==> config.mk <==
export PLATFORM = sky130hd
export DESIGN_NAME = dxc_core
export DESIGN_NICKNAME = d
export VERILOG_FILES = /design/src/dxc_core.v /design/src/dxc_sync.v /design/src/dxc_timeout.v
export VERILOG_INCLUDE_DIRS = /design/src /design/src/src
export SDC_FILE = /design/constraint.sdc
export NUM_CORES = 1
export LEC_CHECK = 0
export BUFFER_PORTS_ARGS = -buffer_cell sky130_fd_sc_hd__buf_2
export CORE_UTILIZATION = 35
export CTS_CLUSTER_SIZE = 10
export DETAILED_ROUTE_END_ITERATION = 8
export GPL_TIMING_DRIVEN = 0
export HOLD_SLACK_MARGIN = 0.02
export SLEW_MARGIN = 25
export SYNTH_ARGS = -nofsm -noshare
export SYNTH_HDL_FRONTEND = slang
export SYNTH_SLANG_ARGS = --single-unit
==> constraint.sdc <==
create_clock -name i_sys_clk -period 2.5 [get_ports i_sys_clk]
set_clock_uncertainty 0.2 [all_clocks]
set_input_delay 0 -clock i_sys_clk [delete_from_list [all_inputs] [get_ports i_sys_clk]]
set_output_delay 0 -clock i_sys_clk [all_outputs]
set_load 0.02 [all_outputs]
==> src/dxc_defs.vh <==
// Constants shared by the differential bus extender control logic.
`ifndef DXC_DEFS_VH
`define DXC_DEFS_VH
`define DXC_CLK_HZ 10000000
`define DXC_TIMEOUT_US 1500
`define DXC_TIMEOUT_CYC ((`DXC_TIMEOUT_US * (`DXC_CLK_HZ / 1000000)))
`define DXC_RXEN_US 2
`define DXC_RXEN_CYC ((`DXC_RXEN_US * (`DXC_CLK_HZ / 1000000)))
`define DXC_SETTLE_US 1
`define DXC_SETTLE_CYC ((`DXC_SETTLE_US * (`DXC_CLK_HZ / 1000000)))
`define DXC_DIR_IDLE 2'h0
`define DXC_DIR_L2P 2'h1
`define DXC_DIR_P2L 2'h2
`define DXC_DIR_SETTLE 2'h3
`endif

==> src/dxc_core.v <==
// Control logic of a two-channel differential serial bus extender.
// Notes on behaviour
// (RULE1) Master transceiver gets mode input above 2.5V.
// (RULE2) Target transceivers hold mode input mid-range.
// (RULE3) Floating mode input enables slave mode.
// (RULE4) Master drives mode pin low until charged.
// (RULE5) Never tie master mode pin to supply.
// (RULE6) Low local line drives pair dominant.
// (RULE7) High local line leaves pair recessive.
// (RULE8) Shutdown or lockout tristates drivers, disconnects resistance.
// (RULE9) Dominant driving limited to about 1.5ms.
// (RULE10) Local line high clears the timeout.
// (RULE11) Overtemperature forces shutdown and tristates drivers.
// (RULE12) Outputs stay off until supply is sufficient.
// (RULE13) Activate only when mode input enables.
// (RULE14) Receivers enable after short delay.
// (RULE15) Drivers start timed out until first falling edge.
// (RULE16) Undervoltage shuts down immediately.
// (RULE17) No ordinary bus transceivers on the pairs.
// (RULE18) Clock channel is one-way by mode.
// (RULE19) First dominant side sets data direction.
// (RULE20) After release, wait for pair to settle.
// (RULE21) Timeout counts on the internal clock.
// (RULE22) Analog decisions arrive as digital inputs.
`timescale 1ns/1ps
`include "dxc_defs.vh"
module dxc_core #(
  parameter TIMEOUT_CYC = `DXC_TIMEOUT_CYC,
  parameter RXEN_CYC = `DXC_RXEN_CYC,
  parameter SETTLE_CYC = `DXC_SETTLE_CYC
) (
  input wire i_sys_clk,
  input wire i_rst,
  input wire i_mode_shutdown,
  input wire i_mode_master,
  input wire i_supply_lockout,
  input wire i_over_temp,
  input wire i_local_clock,
  input wire i_local_data,
  input wire i_clock_pair_dominant,
  input wire i_data_pair_dominant,
  output reg o_local_clock_oe,
  output reg o_local_data_oe,
  output reg o_clock_pair_high,
  output reg o_clock_pair_low,
  output reg o_clock_pair_oe,
  output reg o_data_pair_high,
  output reg o_data_pair_low,
  output reg o_data_pair_oe,
  output reg o_rx_resistance_on,
  output reg o_master_mode
);
  // Sync order: shutdown, master, lockout, overtemp, lclk, ldata, pclk, pdata.
  wire [7:0] syn;
  wire active;
  wire scl_low;
  wire sda_low;
  wire pclk_dom;
  wire pdat_dom;
  wire clk_allow;
  wire dat_allow;
  reg [15:0] rxen_cnt_ff;
  reg rx_on_ff;
  reg [1:0] dir_ff;
  reg [1:0] nxt_dir;
  reg [15:0] settle_cnt_ff;
  reg mode_ff;
  reg act_ff;
  reg nxt_drv_clk;
  reg nxt_drv_dat;
  reg nxt_lclk;
  reg nxt_ldat;

  // Pins and comparator decisions are asynchronous, so all pass two flops.
  dxc_sync #(.W(8), .INIT(8'h3D)) u_sync (
    .i_sys_clk(i_sys_clk),
    .i_rst(i_rst),
    .i_async({i_mode_shutdown, i_mode_master, i_supply_lockout, i_over_temp,
              i_local_clock, i_local_data, i_clock_pair_dominant,
              i_data_pair_dominant}),
    .o_sync(syn)
  ); // (RULE22)

  // Floating mode input reads as not-shutdown, not-master: slave mode.
  assign active = ~syn[7] & ~syn[5] & ~syn[4]; // (RULE3) (RULE8) (RULE11) (RULE13)
  assign scl_low = ~syn[3];
  assign sda_low = ~syn[2];
  assign pclk_dom = syn[1];
  assign pdat_dom = syn[0];

  // Timers run from the one free-running clock, and reset with the chip.
  dxc_timeout #(.CNT(TIMEOUT_CYC)) u_to_clk (
    .i_sys_clk(i_sys_clk),
    .i_rst(i_rst),
    .i_active(active),
    .i_line_low(scl_low),
    .o_allow(clk_allow)
  ); // (RULE21)

  dxc_timeout #(.CNT(TIMEOUT_CYC)) u_to_dat (
    .i_sys_clk(i_sys_clk),
    .i_rst(i_rst),
    .i_active(active),
    .i_line_low(sda_low),
    .o_allow(dat_allow)
  );

  // Mode is latched while inactive so it cannot flip mid-traffic.
  // The first active cycle also captures it, because the synchronised mode
  // level only becomes valid in the same cycle that activation is seen.
  always @(posedge i_sys_clk) begin
    if (i_rst) begin
      mode_ff <= 1'b0;
      act_ff <= 1'b0;
    end else begin
      act_ff <= active;
      if (!active || !act_ff) begin
        mode_ff <= syn[6];
      end
    end
  end

  // Receivers open only after the enable delay from activation.
  always @(posedge i_sys_clk) begin
    if (i_rst || !active) begin
      rxen_cnt_ff <= 16'h0000;
      rx_on_ff <= 1'b0;
    end else if (!rx_on_ff) begin
      if (rxen_cnt_ff >= RXEN_CYC[15:0] - 16'h0001) begin
        rx_on_ff <= 1'b1; // (RULE14)
      end else begin
        rxen_cnt_ff <= rxen_cnt_ff + 16'h0001;
      end
    end
  end

  // Data direction arbiter: first dominant side wins, then settle wait.
  always @* begin
    nxt_dir = dir_ff;
    case (dir_ff)
      `DXC_DIR_IDLE: begin
        if (sda_low && !pdat_dom) begin
          nxt_dir = `DXC_DIR_L2P; // (RULE19)
        end else if (pdat_dom && !sda_low && rx_on_ff) begin
          nxt_dir = `DXC_DIR_P2L; // (RULE19)
        end
      end
      `DXC_DIR_L2P: begin
        if (!sda_low) begin
          nxt_dir = `DXC_DIR_SETTLE; // (RULE20)
        end
      end
      `DXC_DIR_P2L: begin
        if (!pdat_dom) begin
          nxt_dir = `DXC_DIR_SETTLE; // (RULE20)
        end
      end
      `DXC_DIR_SETTLE: begin
        if (settle_cnt_ff >= SETTLE_CYC[15:0] - 16'h0001 && !pdat_dom) begin
          nxt_dir = `DXC_DIR_IDLE; // (RULE20)
        end
      end
      default: begin
        nxt_dir = `DXC_DIR_IDLE;
      end
    endcase
  end

  always @(posedge i_sys_clk) begin
    if (i_rst || !active) begin
      dir_ff <= `DXC_DIR_IDLE;
      settle_cnt_ff <= 16'h0000;
    end else begin
      dir_ff <= nxt_dir;
      if (dir_ff != `DXC_DIR_SETTLE || pdat_dom) begin
        settle_cnt_ff <= 16'h0000;
      end else if (settle_cnt_ff != 16'hFFFF) begin
        settle_cnt_ff <= settle_cnt_ff + 16'h0001;
      end
    end
  end

  // Next driver states; clock channel direction follows the mode only.
  always @* begin
    nxt_drv_clk = mode_ff & scl_low & clk_allow; // (RULE6) (RULE7) (RULE9) (RULE18)
    nxt_lclk = ~mode_ff & rx_on_ff & pclk_dom; // (RULE18)
    nxt_drv_dat = (nxt_dir == `DXC_DIR_L2P) & sda_low & dat_allow; // (RULE6) (RULE7)
    nxt_ldat = rx_on_ff & (nxt_dir == `DXC_DIR_P2L) & pdat_dom; // (RULE19)
  end

  // Registered outputs; inactive forces every driver off at once.
  always @(posedge i_sys_clk) begin
    if (i_rst || !active) begin
      o_local_clock_oe <= 1'b0; // (RULE12) (RULE16)
      o_local_data_oe <= 1'b0;
      o_clock_pair_high <= 1'b0;
      o_clock_pair_low <= 1'b0;
      o_clock_pair_oe <= 1'b0; // (RULE8) (RULE11)
      o_data_pair_high <= 1'b0;
      o_data_pair_low <= 1'b0;
      o_data_pair_oe <= 1'b0;
      o_rx_resistance_on <= 1'b0; // (RULE8)
      o_master_mode <= 1'b0;
    end else begin
      o_local_clock_oe <= nxt_lclk;
      o_local_data_oe <= nxt_ldat;
      o_clock_pair_high <= nxt_drv_clk;
      o_clock_pair_low <= 1'b0;
      o_clock_pair_oe <= nxt_drv_clk;
      o_data_pair_high <= nxt_drv_dat;
      o_data_pair_low <= 1'b0;
      o_data_pair_oe <= nxt_drv_dat;
      o_rx_resistance_on <= 1'b1;
      o_master_mode <= mode_ff;
    end
  end
endmodule

==> src/dxc_sync.v <==
// Two-flop synchroniser for a group of asynchronous inputs.
`timescale 1ns/1ps
module dxc_sync #(
  parameter W = 1,
  parameter [W-1:0] INIT = {W{1'b0}}
) (
  input wire i_sys_clk,
  input wire i_rst,
  input wire [W-1:0] i_async,
  output wire [W-1:0] o_sync
);
  reg [W-1:0] meta_ff;
  reg [W-1:0] sync_ff;

  // The first stage feeds only the second stage.
  always @(posedge i_sys_clk) begin
    if (i_rst) begin
      meta_ff <= INIT;
      sync_ff <= INIT;
    end else begin
      meta_ff <= i_async;
      sync_ff <= meta_ff;
    end
  end

  assign o_sync = sync_ff;
endmodule

==> src/dxc_timeout.v <==
// Dominant timeout timer for one channel.
`timescale 1ns/1ps
module dxc_timeout #(
  parameter CNT = 15000
) (
  input wire i_sys_clk,
  input wire i_rst,
  input wire i_active,
  input wire i_line_low,
  output wire o_allow
);
  reg [23:0] cnt_ff;
  reg expired_ff;
  reg prev_low_ff;
  wire fall;

  assign fall = i_line_low & ~prev_low_ff;

  // Starts expired; a falling edge rearms, a high line clears the count.
  always @(posedge i_sys_clk) begin
    if (i_rst) begin
      cnt_ff <= 24'h000000;
      expired_ff <= 1'b1;
      prev_low_ff <= 1'b1;
    end else if (!i_active) begin
      cnt_ff <= 24'h000000;
      expired_ff <= 1'b1; // (RULE15)
      prev_low_ff <= 1'b1;
    end else begin
      prev_low_ff <= i_line_low;
      if (!i_line_low) begin
        cnt_ff <= 24'h000000; // (RULE10)
      end else if (fall) begin
        cnt_ff <= 24'h000001;
        expired_ff <= 1'b0; // (RULE15)
      end else if (!expired_ff) begin
        if (cnt_ff >= CNT[23:0] - 24'h000001) begin
          expired_ff <= 1'b1; // (RULE9)
        end else begin
          cnt_ff <= cnt_ff + 24'h000001;
        end
      end
    end
  end

  assign o_allow = ~expired_ff;
endmodule
### Yosys cells after proc, flatten, opt, wreduce, memory -nomap -nowiden

Index checks and enable logic that the tools add are counted.

* output and inout bits: 10
* logic and storage cells: 111
* bits of input ports: 10
* register bits: 111

* bitwise operators: 27
* magnitude comparators: 4
* eq/ne operators: 11
* $add $sub $neg: 4
* mux-type cells: 21
* reductions and logical operators: 22

Operators by type and width (number)
* adder 24 x 1 -> 24 bit (second input constant): 2
* greater-or-equal comparator 24 x 14 -> 1 bit (second input constant): 2
* adder 16 x 1 -> 16 bit (second input constant): 2
* greater-or-equal comparator 16 x 4 -> 1 bit (second input constant): 1
* greater-or-equal comparator 16 x 5 -> 1 bit (second input constant): 1
* inequality test 16 bit (second input constant): 1
* two-way mux 1 bit: 15
* NOT 1 bit: 15
* AND 1 bit: 12
* two-way mux 2 bit: 5
* AND reduction 2 bit: 5
* case mux 2 bit (4 select lines): 1
* OR reduction 4 bit: 2
* == test 2 bit (second input constant): 3
* inequality test 2 bit (second input constant): 3
* OR reduction 3 bit: 2
* == test 2 x 1 -> 1 bit (second input constant): 2
* logical AND 1 bit: 4
* inequality test 2 x 1 -> 1 bit (second input constant): 2
* OR reduction 2 bit: 2
* zero test 1 bit: 3
* logical OR 1 bit: 3
* zero test 2 bit: 1

### Logic depth before layout (Yosys ltp)

Gate-level depths: netlist (run 1).

* depth after elaboration: 8
* gate-level depth with buffers: 7
* depth with buffers taken out: 7

### By module

A second synthesis (run 1) with hierarchy kept.

* cells, all modules: 469
* area total of the unflattened synthesis: 4518.1 um^2

By module, submodules not included
* dxc_core: times used 1, seq. area each 860.8 um^2, area an instance 1816.7 um^2, cells an instance 203
* dxc_timeout at u_to_clk: times used 1, seq. area each 520.5 um^2, area an instance 1163.6 um^2, cells an instance 115
* dxc_timeout at u_to_dat: times used 1, seq. area each 520.5 um^2, area an instance 1091.0 um^2, cells an instance 118
* dxc_sync: times used 1, seq. area each 320.3 um^2, area an instance 446.7 um^2, cells an instance 33

### Worst setup path before layout (run 1)

No wires, ideal clock.

* path type: flip-flop to flip-flop
* from: register u_to_clk.cnt_ff[0]
* to: register u_to_clk.cnt_ff[7]
* cell stages (with the launch flop): 7
* arrival time: 1.715 ns
* path buffers: 0
* setup time: 0.116 ns
* path slack: 0.469 ns
* cell sequence: dfxtp_1 -> ha_1 -> a21oi_1 -> o211ai_2 -> a2111oi_4 -> a31oi_1 -> a41o_1

* word-level cells in the longest chain between the ends: 3

RTL lines
* from (decl): line dxc_timeout.v:12 `reg [23:0] cnt_ff;`
* from (signal assigned): line dxc_timeout.v:40 `cnt_ff <= cnt_ff + 24'h000001;`
* greater-or-equal comparator 24 x 14 -> 1 bit: line dxc_timeout.v:37 `if (cnt_ff >= CNT[23:0] - 24'h000001) begin`
* NOT 1 bit (no line)
* AND reduction 2 bit (no line)

Several ways; a longest one is shown, not always the timed one.
A chain may end at the register's enable or synchronous reset.

### Final worst setup path (run 1)

Same ends and word-level chain as after synthesis.

==> metrics.md, run 1 <==
| Metric | Value |
|---|---|
| Outcome | complete, no violations |
| H-tree levels | 3 |
| Core box area | about 12000 um2 |
| Vias per cell | ~4.8 |
| Final WL | 7.81 mm |
| Top Metal Used | met4 |
| Routed Antenna Nets | 0 |
| Top-count cell post-synth | dfxtp_1 |
| Slowest CP cell | a2111oi_4 |
| Vias in the first global route | 3108 |
| Fraction of layout instances using a drive strength above 1 | 0.133 |
| Ant diodes | 0 |
| Hpwl dp | between 5 and 6 mm |
| Worst EP required | about 2.5 ns |
| Top-Level Pins | 20 |
| Worst r2r src | u_to_clk.cnt_ff[0] |
| Die ar. | 13000 um2 |
| WL met1 | 3.89 mm |
| Slew Limit Headroom | 0.586 |
| Register area share after synthesis | 0.507 |
| Synth Cell Area | 4380 um2 |
| Post-layout minimum cycle time | approximately 2.3 ns |
| PwrDens | ~640 nW/um2 |
| Total number of vias | about 3300 |
| Total Negative Setup Slacks | 0 ns |
| Synth top area share | 0.507 |
| CP max FO | 8 |
| 1st-pass router iterations | 4 |
| Stages on worst setup path | 6 |
| Worst vdd ir | between 0.0003 and 0.0004 V |
| Synthesis Warnings | 0 |
| Global-route wire length before repair | approximately 14 mm |
| Gpl congestion | between 0.7 and 0.8 |
| Fmax | between 400 and 500 MHz |
| Worst Setup Start Kind | flip-flop |
| Clock sink total | ~110 |
| Final hold violations | 0 |
| Pins over their slew limit | 0 |
| Nets | 521 |
| Area grow syn2layout | 17.3% |
| Root buffer selected by CTS | clkbuf_16 |
| Avg Cell Area, Syn | about 9.5 um2 |
| Worst Tran Pin Value | between 0.6 and 0.7 ns |
| Leak pwr | around 1.9 nW |
| WS Path Type | reg2reg |
| Port Buf Inserts | 17 |
| Worst-case reg-to-reg path depth | 6 |
| Period utilisation layout | 0.924 |
| Ranking of synthesized cells by area | dfxtp_1, and2_1, xnor2_1 |
| Critical Path End Type | flip-flop |
| Hold Crit Class | in2reg |
| Crit. Startpoint | u_to_clk.cnt_ff[0] |
| CTS tree | built |
| Worst setup margin | 0.189 ns |
| Tot GR Track Use | 0.130 |
| Chip Width | approximately 110 um |
| Num CTS Buffers | 9 |
| Overflow after GRT | 0 |
| Largest net degree at the start of global routing | 21 |
| Met2 wire length | 3.68 mm |
| Hold path cells | 3 |
| Chip height | around 110 um |
| Site Rows | 40 |
| Critical Path AT | 2.35 ns |
| DRC violations left | 0 |
| Commonest cells in the netlist | dfxtp_1, nor2_1, and2_1 |
| Mapped Cells | ~460 |
| Cell family with most CP delay | compound AO/OA/AOI/OAI gates |
| Dpl ws | 0.143 ns |
| Distinct cells, synth | between 50 and 60 |
| Origin of the worst min-delay path | i_local_clock |
| Clock Tree Buf Depth | 2 |
| Iter 0 DRT Violations | 77 |
| WL met3 | between 150 and 200 um |
| Final count of negative-setup-slack endpoints | 0 |
| Max Cap Violations | 0 |
| Initial antenna violation count | 0 |
| Post-synth ARST share | 0 |
| Yosys reg bits | between 100 and 150 |
| Routed WL per cell | approximately 12 um |
| CP Buf/Inv Count | 0 |
| Synth Flop Type | dfxtp_1 |
| Crit-path cells | ha_1 -> a21oi_1 -> o211ai_2 -> a2111oi_4 -> a31oi_1 -> a41o_1 |
| RSZ-0062 raised after global routing | false |
| Initial core utilization | 0.362 |
| Post-synth EDFFs | 0 |
| Clock Latency Late Sink | 0.34 ns |
| Synth area leader | dfxtp_1 |
| Clk pin slew, worst setup/hold paths | 0.08 ns |
| Slowest stage delay, CP | just over 0.6 ns |
-- cell families (layout without fill, tap and decap cells) --
logic type                 Yosys count  count (layout)  share of synthesized area
buffers and inverters               37              83                     0.0374
adders and majority gates            6               6                     0.0171
xor gates and xnor gates            23              23                     0.0460
DFF                                111             111                      0.507
muxes                                8               8                     0.0183
other                                1               2                   0.000856
AOI/OAI and AO/OA                   71              71                      0.122
and+or+nand+nor                    206             206                      0.252
-- final cells by class --
class                      count  area, um2
buffer                        21        104
multi-input combinational    316       2010
timing repair buffer          30        215
sequential                   111       2220
tap                          168        210
inverter                      16       60.1
fill                        1226       6970
clock buffer                   9        225
clock inverter                 7       91.3
-- final timing paths --
check	end	slack [ns]
hold / removal	u_sync.meta_ff[3]	0.16
setup / recovery	u_to_clk.cnt_ff[7]	0.19
setup reg to reg	u_to_clk.cnt_ff[7]	0.19
hold reg to reg	u_sync.o_sync[5]	0.21
-- state kept, by name, summed over array words and instances, names as in the netlist --
signal / count
mode_ff: 1
o_local_clock_oe: 1
u_sync.meta_ff: 8
u_to_clk.cnt_ff: 24
settle_cnt_ff: 16
dir_ff: 2
o_master_mode: 1
o_local_data_oe: 1
u_to_clk.expired_ff: 1
u_to_dat.expired_ff: 1
u_sync.o_sync: 8
u_to_dat.cnt_ff: 24
act_ff: 1
o_clock_pair_oe: 1
o_data_pair_oe: 1
u_to_dat.prev_low_ff: 1
rxen_cnt_ff: 16
u_to_clk.prev_low_ff: 1
o_rx_resistance_on: 1
rx_on_ff: 1
-- power breakdown --
group	internal [W]	switching, W	leakage, nW	total, W
combinational	0.0000296	0.0000162	0.841	0.0000458
clock	0.000802	0.000665	0.156	0.00147
sequential	0.00178	0.00000480	0.898	0.00178
total	0.00261	0.000686	1.90	0.00330
-- timing repair --
item                                    4_1_cts  5_1_grt
hold buffers                                 13        0
endpoints found under the hold margin        12        0
endpoints found under the setup margin        0        6
resized for setup                             0        2
setup buffers                                 0        0
-- worst min-delay path, stage by stage --
cell           delay [ns]
dlygate4sd3_1        0.51
buf_2                0.09
or2_2                0.08
-- per-layer routing --
metal | GRT usage | vias up
li1 | - | 1694
met1 | 0.164 | 1547
met2 | 0.222 | 31
met3 | 0.0319 | 5
met4 | 0.0372 | 0
met5 | 0 | -
-- placed cells by master, fill, tap and decap left out, types with 7 or more instances in the layout --
cell | netlist | layout
nor2b_1 | 7 | 7
nor2_1 | 44 | 44
clkbuf_16 | 0 | 9
dlygate4sd3_1 | 0 | 13
and3_1 | 11 | 11
dfxtp_1 | 111 | 111
clkbuf_1 | 9 | 9
nor3_1 | 9 | 9
a21oi_1 | 23 | 23
o21ai_0 | 7 | 7
or2_2 | 10 | 10
xnor2_1 | 22 | 22
buf_2 | 7 | 24
nand3_1 | 15 | 15
and2_1 | 34 | 34
mux2i_1 | 8 | 8
nand4_1 | 11 | 11
nand2_1 | 31 | 31
inv_1 | 16 | 16
nor4_1 | 13 | 11
-- per-stage QoR --
step                      hold WS (ns)  area [um2]  power (W)  utilization  std cells
final                            0.163        5140    0.00330        0.424        678
after global routing             0.178        5140    0.00343        0.424        678
after CTS                        0.150        5130    0.00335        0.423        678
after detailed placement       -0.0159        4680    0.00186        0.386        649
after global placement         -0.0181        4680    0.00186        0.386        649
after floorplan                 -0.128        4390    0.00184            -        464
Note: power is estimated with default switching activity, not from simulation.
==> run 2: changes to the inputs <==
- BUFFER_PORTS_ARGS: -buffer_cell sky130_fd_sc_hd__buf_2 -> not set
- DONT_BUFFER_PORTS: not set -> 1
- MAX_ROUTING_LAYER: not set -> met4
==> metrics.md, run 2 (synthesis gave the netlist of run 1 again) <==
| Metric | Value |
|---|---|
| Outcome | complete, no violations |
| Core box area | 12100 um2 (unchanged) |
| CP max FO | 8 (unchanged) |
| Worst Tran Pin Value | 0.612 ns (-0.00780 ns) |
| Fraction of layout instances using a drive strength above 1 | 0.104 (-0.0290) |
| CTS tree | built |
| Nets | 500 (-4.0%) |
| Num CTS Buffers | 9 (unchanged) |
| Ant diodes | 0 (unchanged) |
| Vias in the first global route | 2920 (-6.0%) |
| Worst setup margin | 0.213 ns (+0.0233 ns) |
| Fmax | 437 MHz (+1.0%) |
| Top-Level Pins | 20 (unchanged) |
| Initial antenna violation count | 0 (unchanged) |
| Hpwl dp | 5.33 mm (-1.3%) |
| Site Rows | 40 (unchanged) |
| Switching Fraction | 0.202 (-0.00641) |
| Global-route wire length before repair | 13.5 mm (-1.8%) |
| Chip Width | 114 um (unchanged) |
| WS Path Type | reg2reg |
| Leak pwr | 1.79 nW (-5.4%) |
| Die ar. | 13000 um2 (unchanged) |
| RSZ-0062 raised after global routing | false |
| Total number of vias | 3158 (-3.6%) |
| Vias per cell | 4.81 (-0.55%) |
| Routed WL per cell | 11.8 um (+2.3%) |
| Worst EP required | 2.54 ns (about the same) |
| Routed Antenna Nets | 0 (unchanged) |
| Clk pwr share | 0.450 (+0.005) |
| Pins over their slew limit | 0 (unchanged) |
| Critical Path AT | 2.33 ns (-0.02 ns) |
| Initial core utilization | 0.362 (unchanged) |
| Clock Latency Late Sink | 0.34 ns (about the same) |
| Most common cell after layout, fill and taps aside | dfxtp_1 |
| Overflow after GRT | 0 (unchanged) |
| Worst Setup Start Kind | flip-flop |
| Seq pwr share | 0.539 (-0.002) |
| Largest net degree at the start of global routing | 19 (-9.5%) |
| Hold Crit Class | in2reg |
| Port Buf Inserts | 0 (-17) |
| Logic pwr share | 0.011 (-0.003) |
| Biggest regs | u_to_clk.cnt_ff: 24 flops, u_to_dat.cnt_ff: 24 flops |
| Clock Tree Buf Depth | 2 (unchanged) |
| Iter 0 DRT Violations | 103 (+34%) |
| Critical Path End Type | flip-flop |
| Clk pin slew, worst setup/hold paths | 0.07 ns (about the same) |
| R2R Setup Slk | 0.21 ns (+0.02 ns) |
| Clock sink total | 111 (unchanged) |
| Final hold violations | 0 (unchanged) |
| Total Negative Setup Slacks | 0 ns (unchanged) |
| Area grow syn2layout | 14.4% |
| Slew Limit Headroom | 0.591 (+0.00522) |
| Final count of negative-setup-slack endpoints | 0 (unchanged) |
| H-tree levels | 3 (unchanged) |
| Most frequent cells in the layout | dfxtp_1, nor2_1, and2_1 |
| Cell Int Power | 0.00264 W (+1.2%) |
| Tot GR Track Use | 0.133 (+0.00243) |
| Post-Route Utilization | 0.414 (-0.0104) |
| Worst vdd ir | 0.000346 V (-9.6%) |
| Max Cap Violations | 0 (unchanged) |
| Post-layout minimum cycle time | 2.29 ns (-0.0233 ns) |
| 1st-pass router iterations | 4 (unchanged) |
| Gpl congestion | 0.812 (+2.2%) |
| Period utilisation layout | 0.915 (-0.00933) |
| Chip height | 114 um (unchanged) |
| PwrDens | 660 nW/um2 (+2.9%) |
| Root buffer selected by CTS | clkbuf_16 |
| Final WL | 7.75 mm (-0.87%) |
| Psw | 0.000667 W (-2.7%) |
| DRC violations left | 0 (unchanged) |
| Dpl ws | 0.180 ns (+0.0363 ns) |
## run 2: power groups by stage
stage / registers, W / clock network (W) / logic, W
floorplan: 0.00182 / 0 / 0.0000202
global placement: 0.00183 / 0 / 0.0000224
detailed placement: 0.00183 / 0 / 0.0000228
CTS: 0.00178 / 0.00152 / 0.0000349
global route: 0.00179 / 0.00160 / 0.0000396
finish: 0.00178 / 0.00149 / 0.0000352
## run 2: layout make-up
type / instances / area (um2)
Buffer: 21 / 104
Sequential cell: 111 / 2220
Fill cell: 1220 / 7100
Multi-Input combinational cell: 316 / 2010
Timing Repair Buffer: 9 / 90.1
Clock buffer: 11 / 253
Inverter: 16 / 60.1
Tap cell: 168 / 210
Clock inverter: 5 / 63.8
## run 2: final timing paths
kind                       start            endpoint  cells past startpoint
max reg2reg  u_to_clk.cnt_ff[19]  u_to_clk.cnt_ff[7]                      5
max          u_to_clk.cnt_ff[19]  u_to_clk.cnt_ff[7]                      5
min                 i_local_data   u_sync.meta_ff[2]                      2
min reg2reg    u_sync.meta_ff[3]    u_sync.o_sync[3]                      1
## run 2: per-layer routing
layer,routed length [um],track usage,vias up
met3,160,0.0218,10
met1,3910,0.173,1466
li1,-,-,1646
met4,119,0.0545,0
met5,0,-,-
met2,3550,0.205,36
## run 2: critical path, stage by stage, from the launching register on
cell       delay [ns]
dfxtp_1          0.31
nor4_1           0.39
nand3_2          0.27
a2111oi_4        0.63
a31oi_1          0.16
a41o_1           0.22
## run 2: repair_timing
action / CTS / global route
hold buffers: 9 / 0
resized for setup: 0 / 2
setup buffers: 0 / 0
endpoints found under the setup margin: 0 / 2
hold endpoints to repair: 18 / 0
## run 2: metrics by stage
stage          power (W)  hold WS (ns)  instances  area (um2)
6_report         0.00331        0.0859        657        5010
5_1_grt          0.00342         0.101        657        5010
4_1_cts          0.00334        0.0816        657        5000
3_5_place_dp     0.00185        -0.126        632        4600
3_3_place_gp     0.00185        -0.127        632        4600
2_1_floorplan    0.00184        -0.128        464        4390
